File: config.mk
export PLATFORM = sky130hd
export DESIGN_NAME = swc_port
export DESIGN_NICKNAME = d
export VERILOG_FILES = /design/src/hw/swc_pkg.sv /design/src/hw/swc_bit_rx.sv /design/src/hw/swc_port.sv
export SDC_FILE = /design/constraint.sdc
export NUM_CORES = 1
export LEC_CHECK = 0
export ABC_AREA = 1
export BUFFER_PORTS_ARGS = -buffer_cell sky130_fd_sc_hd__buf_2
export CAP_MARGIN = 20
export CORE_MARGIN = 2
export CORE_UTILIZATION = 57
export DETAILED_ROUTE_END_ITERATION = 8
export MAX_ROUTING_LAYER = met4
export PLACE_DENSITY_LB_ADDON = 0.08
export SYNTH_ARGS = -nofsm -noshare
export SYNTH_HDL_FRONTEND = slang
export SYNTH_SLANG_ARGS = --single-unit
File: constraint.sdc
create_clock -name CORE_CLK_IN -period 3 [get_ports CORE_CLK_IN]
set_input_delay 0.45 -clock CORE_CLK_IN [delete_from_list [all_inputs] [get_ports CORE_CLK_IN]]
set_output_delay 0.45 -clock CORE_CLK_IN [all_outputs]
set_load 0.05 [all_outputs]
File: src/hw/swc_pkg.sv
// Constants and types for the single-wire command port
// What this block does
// [RQ1] The line is open-drain on the device side: the device only ever pulls low or releases.
// [RQ2] Every transaction opens with a command byte that selects a store or a fetch of one register.
// [RQ3] Command and data are eight-bit sequences at no more than 333 bits per second.
// [RQ4] Every command and data byte travels least-significant bit first.
// [RQ5] Any low period of the break length or longer is taken as a line reset; a break that completes while the device drives the line low is ignored.
// [RQ6] After a line reset a command is accepted only once the line has been high for the recovery time.
// [RQ7] Each bit opens with a falling edge and a low start period driven by the transmitter.
// [RQ8] The bit level is valid by the setup time after the falling edge and held for the hold time.
// [RQ9] The transmitter returns the line high by the stop-setup time and keeps it high to stop-valid.
// [RQ10] The command byte is loaded only after eight valid bits and can never be read back.
// [RQ11] Command bit 7 set means store the next byte; clear means send the addressed register.
// [RQ12] The low seven command bits are the register address.
// [RQ13] A data byte written to an invalid address is dropped and no register changes.
// [RQ14] After a read command the device waits out the last bit then sends eight bits in host framing.
package swc_pkg;
   localparam int CLK_HZ = 25000000;
   // Times in microseconds
   localparam int BREAK_US = 200;
   localparam int BREAK_RECOVERY_US = 50;
   localparam int START_LOW_US = 60;
   localparam int DATA_SETUP_US = 90;
   localparam int DATA_HOLD_US = 60;
   localparam int STOP_SETUP_US = 160;
   localparam int STOP_VALID_US = 3000;
   localparam int US_CYC = CLK_HZ / 1000000;
   localparam int BREAK_CYC = BREAK_US * US_CYC;
   localparam int RECOVERY_CYC = BREAK_RECOVERY_US * US_CYC;
   localparam int START_LOW_CYC = START_LOW_US * US_CYC;
   localparam int SAMPLE_CYC = (DATA_SETUP_US + DATA_HOLD_US / 2) * US_CYC;
   localparam int DATA_END_CYC = (DATA_SETUP_US + DATA_HOLD_US) * US_CYC;
   localparam int STOP_CYC = STOP_SETUP_US * US_CYC;
   localparam int BIT_CYC = STOP_VALID_US * US_CYC;
   localparam int CNT_W = 20;
   // Command byte layout
   localparam int CMD_DIR_BIT = 7;
   localparam int ADDR_W = 7;
   localparam int BYTE_W = 8;
   localparam logic [7:0] CMD_RESET = 8'h00;
   typedef enum logic [2:0] {
      SWC_RECOVER, SWC_CMD, SWC_WDATA, SWC_TX_WAIT, SWC_TX
   } swc_state_t;
endpackage

File: src/hw/swc_bit_rx.sv
// Bit-frame receiver: break detection and bit sampling on the line
`timescale 1ns/100ps
module swc_bit_rx #(
   parameter int US_CYC = swc_pkg::US_CYC
) (
   // Clock and reset
   input wire logic clk_in,
   input wire logic reset_n_in,
   // Line
   input wire logic line_in,
   // Results
   output logic bit_valid_out,
   output logic bit_value_out,
   output logic break_out
);
   typedef struct packed {
      logic line_prev;
      logic [swc_pkg::CNT_W-1:0] low_cnt;
      logic [swc_pkg::CNT_W-1:0] frame_cnt;
      logic in_frame;
      logic bit_valid;
      logic bit_value;
      logic brk;
   } swc_rx_t;
   swc_rx_t s_q, s_d;
   localparam int BREAK_CYC = swc_pkg::BREAK_US * US_CYC;
   localparam int SAMPLE_CYC = (swc_pkg::DATA_SETUP_US + swc_pkg::DATA_HOLD_US / 2) * US_CYC;
   always_comb begin
      s_d = s_q;
      s_d.line_prev = line_in;
      s_d.bit_valid = 1'b0;
      s_d.brk = 1'b0;
      if (!line_in) begin
         if (s_q.low_cnt != swc_pkg::CNT_W'(BREAK_CYC)) begin
            s_d.low_cnt = s_q.low_cnt + 1'b1;
         end
         if (s_q.low_cnt == swc_pkg::CNT_W'(BREAK_CYC - 1)) begin
            s_d.brk = 1'b1;  // [RQ5]
            s_d.in_frame = 1'b0;
         end
      end else begin
         s_d.low_cnt = '0;
      end
      if (s_q.line_prev && !line_in) begin
         s_d.in_frame = 1'b1;  // [RQ7]
         s_d.frame_cnt = '0;
      end else if (s_q.in_frame) begin
         s_d.frame_cnt = s_q.frame_cnt + 1'b1;
         if (s_q.frame_cnt == swc_pkg::CNT_W'(SAMPLE_CYC)) begin
            s_d.bit_valid = 1'b1;  // [RQ8]
            s_d.bit_value = line_in;
            s_d.in_frame = 1'b0;
         end
      end
   end
   always_ff @(posedge clk_in or negedge reset_n_in) begin
      if (!reset_n_in) begin
         s_q <= '{line_prev: 1'b1, default: '0};
      end else begin
         s_q <= s_d;
      end
   end
   assign bit_valid_out = s_q.bit_valid;
   assign bit_value_out = s_q.bit_value;
   assign break_out = s_q.brk;
endmodule

File: src/hw/swc_port.sv
// Top of the single-wire command port, device side
`timescale 1ns/100ps
module swc_port #(
   // Clock cycles per microsecond of line timing
   parameter int US_CYC = swc_pkg::US_CYC
) (
   // Clock and reset
   input wire logic CORE_CLK_IN,
   input wire logic RESET_N_IN,
   // Serial line, open drain
   input wire logic LINE_IN,
   output logic LINE_OUT,
   output logic LINE_OE_OUT,
   // Register file side
   output logic REG_WR_OUT,
   output logic [6:0] REG_ADDR_OUT,
   output logic [7:0] REG_WDATA_OUT,
   input wire logic [7:0] REG_RDATA_IN,
   input wire logic REG_ADDR_OK_IN,
   // Status
   output logic BUSY_OUT
);
   logic rx_valid, rx_value, rx_break;
   typedef struct packed {
      swc_pkg::swc_state_t st;
      logic [swc_pkg::CNT_W-1:0] cnt;
      logic [2:0] nbit;
      logic [7:0] shift;
      logic [7:0] command_byte;
      logic [7:0] tx_byte;
      logic wr;
      logic [6:0] addr;
      logic [7:0] wdata;
      logic oe;
      logic busy;
   } swc_top_t;
   swc_top_t s_q, s_d;
   localparam int RECOVERY_CYC = swc_pkg::BREAK_RECOVERY_US * US_CYC;
   localparam int START_LOW_CYC = swc_pkg::START_LOW_US * US_CYC;
   localparam int SAMPLE_CYC = (swc_pkg::DATA_SETUP_US + swc_pkg::DATA_HOLD_US / 2) * US_CYC;
   localparam int DATA_END_CYC = (swc_pkg::DATA_SETUP_US + swc_pkg::DATA_HOLD_US) * US_CYC;
   localparam int BIT_CYC = swc_pkg::STOP_VALID_US * US_CYC;
   swc_bit_rx #(
      .US_CYC(US_CYC)
   ) u_rx (
      .clk_in(CORE_CLK_IN),
      .reset_n_in(RESET_N_IN),
      .line_in(LINE_IN),
      .bit_valid_out(rx_valid),
      .bit_value_out(rx_value),
      .break_out(rx_break)
   );
   ////////////////////////////////////////////////////////////////////////////////
   always_comb begin
      s_d = s_q;
      s_d.wr = 1'b0;
      s_d.busy = (s_q.st != swc_pkg::SWC_CMD) || (s_q.nbit != 3'h0);
      unique case (s_q.st)
         swc_pkg::SWC_RECOVER: begin
            // Line must rest high before a command counts
            if (!LINE_IN) begin
               s_d.cnt = '0;
            end else if (s_q.cnt == swc_pkg::CNT_W'(RECOVERY_CYC - 1)) begin
               s_d.st = swc_pkg::SWC_CMD;  // [RQ6]
               s_d.nbit = '0;
            end else begin
               s_d.cnt = s_q.cnt + 1'b1;
            end
         end
         swc_pkg::SWC_CMD, swc_pkg::SWC_WDATA: begin
            if (rx_valid) begin
               s_d.shift = {rx_value, s_q.shift[7:1]};  // [RQ4]
               s_d.nbit = s_q.nbit + 1'b1;
               if (s_q.nbit == 3'h7) begin  // [RQ3]
                  if (s_q.st == swc_pkg::SWC_CMD) begin
                     s_d.command_byte = {rx_value, s_q.shift[7:1]};  // [RQ10] [RQ2]
                     s_d.addr = s_d.command_byte[swc_pkg::ADDR_W-1:0];  // [RQ12]
                     s_d.cnt = '0;
                     s_d.st = s_d.command_byte[swc_pkg::CMD_DIR_BIT] ?  // [RQ11]
                        swc_pkg::SWC_WDATA : swc_pkg::SWC_TX_WAIT;
                  end else begin
                     s_d.wdata = {rx_value, s_q.shift[7:1]};
                     s_d.wr = REG_ADDR_OK_IN;  // [RQ13]
                     s_d.st = swc_pkg::SWC_CMD;
                  end
               end
            end
         end
         swc_pkg::SWC_TX_WAIT: begin
            // Let the host's last bit run to its stop-valid end
            s_d.cnt = s_q.cnt + 1'b1;
            if (s_q.cnt == swc_pkg::CNT_W'(BIT_CYC - SAMPLE_CYC)) begin
               s_d.tx_byte = REG_RDATA_IN;  // [RQ14]
               s_d.cnt = '0;
               s_d.nbit = '0;
               s_d.st = swc_pkg::SWC_TX;
            end
         end
         swc_pkg::SWC_TX: begin
            s_d.cnt = s_q.cnt + 1'b1;
            if (s_q.cnt < swc_pkg::CNT_W'(START_LOW_CYC)) begin
               s_d.oe = 1'b1;  // [RQ7]
            end else if (s_q.cnt < swc_pkg::CNT_W'(DATA_END_CYC)) begin
               s_d.oe = !s_q.tx_byte[s_q.nbit];  // [RQ8] [RQ4]
            end else begin
               s_d.oe = 1'b0;  // [RQ9]
            end
            if (s_q.cnt == swc_pkg::CNT_W'(BIT_CYC - 1)) begin
               s_d.cnt = '0;
               s_d.nbit = s_q.nbit + 1'b1;
               if (s_q.nbit == 3'h7) begin
                  s_d.st = swc_pkg::SWC_CMD;
                  s_d.nbit = '0;
               end
            end
         end
      endcase
      if (rx_break && !s_q.oe) begin
         s_d.st = swc_pkg::SWC_RECOVER;  // [RQ5]
         s_d.cnt = '0;
         s_d.oe = 1'b0;
         s_d.nbit = '0;
      end
   end
   always_ff @(posedge CORE_CLK_IN or negedge RESET_N_IN) begin
      if (!RESET_N_IN) begin
         s_q <= '{st: swc_pkg::SWC_RECOVER, command_byte: swc_pkg::CMD_RESET, default: '0};
      end else begin
         s_q <= s_d;
      end
   end
   assign LINE_OUT = 1'b0;  // [RQ1]
   assign LINE_OE_OUT = s_q.oe;
   assign REG_WR_OUT = s_q.wr;
   assign REG_ADDR_OUT = s_q.addr;
   assign REG_WDATA_OUT = s_q.wdata;
   assign BUSY_OUT = s_q.busy;
endmodule

==> results.json <==
{
  "run_status": "finished clean",
  "postSynthCellCount": 816,
  "dp_hpwl_mm": 10.4,
  "type_of_the_setup_path_with_the_least_slack": "flop to flop",
  "detail_route.drc_violations": 0,
  "ys_ff_latch": 104,
  "dieHeight_um": 106,
  "worst-path-max-fanout": 18,
  "setup_viol": 0,
  "grt_setup_unrepaired": "no",
  "worst-endpoint-required_ns": 3.27,
  "postCtsResizedCells": 0,
  "slew_violations": 0,
  "dominantRegCellSynth": "sky130_fd_sc_hd__dfrtp_1",
  "instances_no_fill": 970,
  "worst_pin_slew_ns": 0.558,
  "ios": 31,
  "diodes": 0,
  "yosys.cell_count.top_type": "sky130_fd_sc_hd__nand2_1",
  "power_leakage_nw": 3.08,
  "row_count": 37,
  "sequential_cell_area_um2": 2600,
  "setup_tns_ns": 0,
  "netlist_top_cells_area": "sky130_fd_sc_hd__dfrtp_1, sky130_fd_sc_hd__nand2_1, sky130_fd_sc_hd__inv_1",
  "cts_num_sinks": 104,
  "post_cts_buffers": 0,
  "ys_async_sr_fraction_pct": 100,
  "clk_pin_slew_worst_paths_ns": 0.09,
  "worst_ir_drop_vdd_uv": 326,
  "ctsHoldBuffers": 0,
  "grt_start_max_net_pins": 70,
  "maxCapViolations": 0,
  "post-place-cells": 955,
  "grt_pass1_vias": 5186,
  "postRouteAntennaNets": 0,
  "final_min_period_over_clock_period_pct": 78.3,
  "initial_core_util_pct": 58.4,
  "synth_sequential_area_ratio_pct": 43.6,
  "drive_gt1_share_pct": 8.99,
  "timing.critical_path.to_type": "flop",
  "fmax_mhz": 426,
  "design.die.area_um2": 11300,
  "global_route_wire_length_before_repair_mm": 24.1,
  "worst_hold_path_type": "primary input to asynchronous set/reset pin",
  "clk_root_buffer_cell": "sky130_fd_sc_hd__clkbuf_8",
  "core_region_area_um2": 10200,
  "syn_nets": 838,
  "gp_congestion": 0.977,
  "fill_cells": 949,
  "netlist.area_leader.share_pct": 43.2,
  "pd_cells_nw_per_um2": 541,
  "combined_area_of_the_multi_input_logic_cells_um2": 2740,
  "yosys-top-cells-count": "sky130_fd_sc_hd__nand2_1, sky130_fd_sc_hd__inv_1, sky130_fd_sc_hd__dfrtp_1",
  "layout.core_utilization_pct": 62.0,
  "postRouteWirelength_mm": 13.8,
  "tritoncts": "done",
  "grt_antenna_before_repair": 0,
  "global_route.overflow_total": 0,
  "postSynthAreaPerCell_um2": 7.32,
  "cp_data_arrival_time_ns": 2.62,
  "clk_latency_ns": 0.38,
  "drt_pre_antenna_iters": 6,
  "nature_of_the_critical_path_startpoint": "flop",
  "flow.area_growth_from_synthesis_pct": 6.16,
  "post_synth_edffs": 0,
  "clock_tree.htree_level_count": 3,
  "port-buffer-count": 29,
  "yosysWarnings": 0,
  "synth.distinct_cells": 37,
  "starting_drt_drc_count": 361,
  "cts_max_path_buffers": 2,
  "mappedNetlistArea_um2": 5970,
  "cts_inserted_buffers": 9,
  "grt.total_usage_pct": 27.5,
  "layout_min_cycle_time_ns": 2.35,
  "timing.clock.skew_ns": 0.00840,
  "endpoints_failing_hold": 0,
  "nets": 852,
  "fp.dieW_um": 106,
  "timing.max_slew.rel_slack_pct": 62.7,
  "synth.largest_area_cell": "sky130_fd_sc_hd__dfrtp_1",
  "wl_per_cell_um": 14.2,
  "vias_per_cell": 5.53,
  "detailroute.via_count": 5368
}
[sequential cells by signal, summed over array words and instances, names as in the netlist]
register	flops
BUSY_OUT	1
LINE_OE_OUT	1
REG_WDATA_OUT	8
REG_WR_OUT	1
s_q	48
u_rx.bit_valid_out	1
u_rx.bit_value_out	1
u_rx.break_out	1
u_rx.s_q	42
[critical path, cell delays in order (launching register included)]
cell,delay (ns)
sky130_fd_sc_hd__dfrtp_1,0.43
sky130_fd_sc_hd__ha_1,0.19
sky130_fd_sc_hd__ha_1,0.23
sky130_fd_sc_hd__nand3_2,0.28
sky130_fd_sc_hd__nand2_2,0.25
sky130_fd_sc_hd__inv_2,0.06
sky130_fd_sc_hd__nor2_4,0.39
sky130_fd_sc_hd__nand2_2,0.16
sky130_fd_sc_hd__inv_2,0.18
sky130_fd_sc_hd__nor2_1,0.07
[path summary, 6_finish.rpt]
| check | from | end | slack [ns] | depth (start not counted) |
|---|---|---|---|---|
| worst min register to register | s_q[36] | s_q[36] | 0.49 | 2 |
| min in group CORE_CLK_IN | REG_ADDR_OK_IN | REG_WR_OUT | 0.27 | 3 |
| max in group asynchronous | RESET_N_IN | u_rx.s_q[44] | 2.22 | 2 |
| worst max-delay path | s_q[43] | s_q[62] | 0.65 | 9 |
| worst max register to register | s_q[43] | s_q[62] | 0.65 | 9 |
| worst min-delay path | RESET_N_IN | s_q[45] | 0.008 | 1 |
[metrics by stage]
stage	hold slack (ns)	total power [mW]	worst slack [ns]	cell area, um^2
after global routing	0.0254	3.64	0.485	6340
after CTS	0.0218	3.43	0.680	6340
after global placement	0.431	2.48	0.809	6130
final	0.00819	3.43	0.650	6340
after detailed placement	0.443	2.48	0.688	6130
after floorplan	0.154	2.22	1.27	5970
[cells by family (layout without fill, tap and decap cells)]
family	Yosys count	after routing	share of synthesized area (%)
AOI/OAI and AO/OA	115	115	10.4
xor gates and xnor gates	2	2	0.293
adders and majority gates	10	10	2.10
buffers and inverters	148	166	10.6
DFF	104	104	43.6
muxes	4	4	0.754
other	1	1	0.0628
and+or+nand+nor	432	432	32.2
[per-layer routing]
metal | part of all wire (%) | track usage [%] | wire length (um) | vias up
li1 | - | - | - | 2649
met1 | 46 | 36.0 | 6300 | 2553
met2 | 47 | 43.5 | 6520 | 146
met3 | 5.9 | 6.93 | 810 | 20
met4 | 1.2 | 6.30 | 165 | 0
met5 | 0 | - | 0 | -
[placed cells by master (no fill, tap or decap), types with 10 or more instances in the layout]
| master | instances |
|---|---|
| sky130_fd_sc_hd__nand2_1 | 180 |
| sky130_fd_sc_hd__inv_1 | 116 |
| sky130_fd_sc_hd__dfrtp_1 | 103 |
| sky130_fd_sc_hd__nor2_1 | 101 |
| sky130_fd_sc_hd__nand3_1 | 75 |
| sky130_fd_sc_hd__o21ai_0 | 68 |
| sky130_fd_sc_hd__a21oi_1 | 28 |
| sky130_fd_sc_hd__buf_2 | 28 |
| sky130_fd_sc_hd__nor3_1 | 24 |
| sky130_fd_sc_hd__nand4_1 | 21 |
| sky130_fd_sc_hd__ha_1 | 10 |
[layout make-up]
type / count / share of cell area [%]
Multi-Input combinational cell: 564 / 43.1
Sequential cell: 104 / 41.1
Inverter: 121 / 7.16
Tap cell: 136 / 2.68
Timing Repair Buffer: 30 / 2.64
Clock buffer: 11 / 2.07
Clock inverter: 4 / 1.22
[where the power goes]
part           internal, mW  switching [mW]  total, mW
clock                 0.471           0.476      0.947
combinational         0.217           0.516      0.733
sequential             1.53           0.213       1.75
total                  2.22            1.21       3.43
No activity file was read; power rests on OpenSTA's default activity.
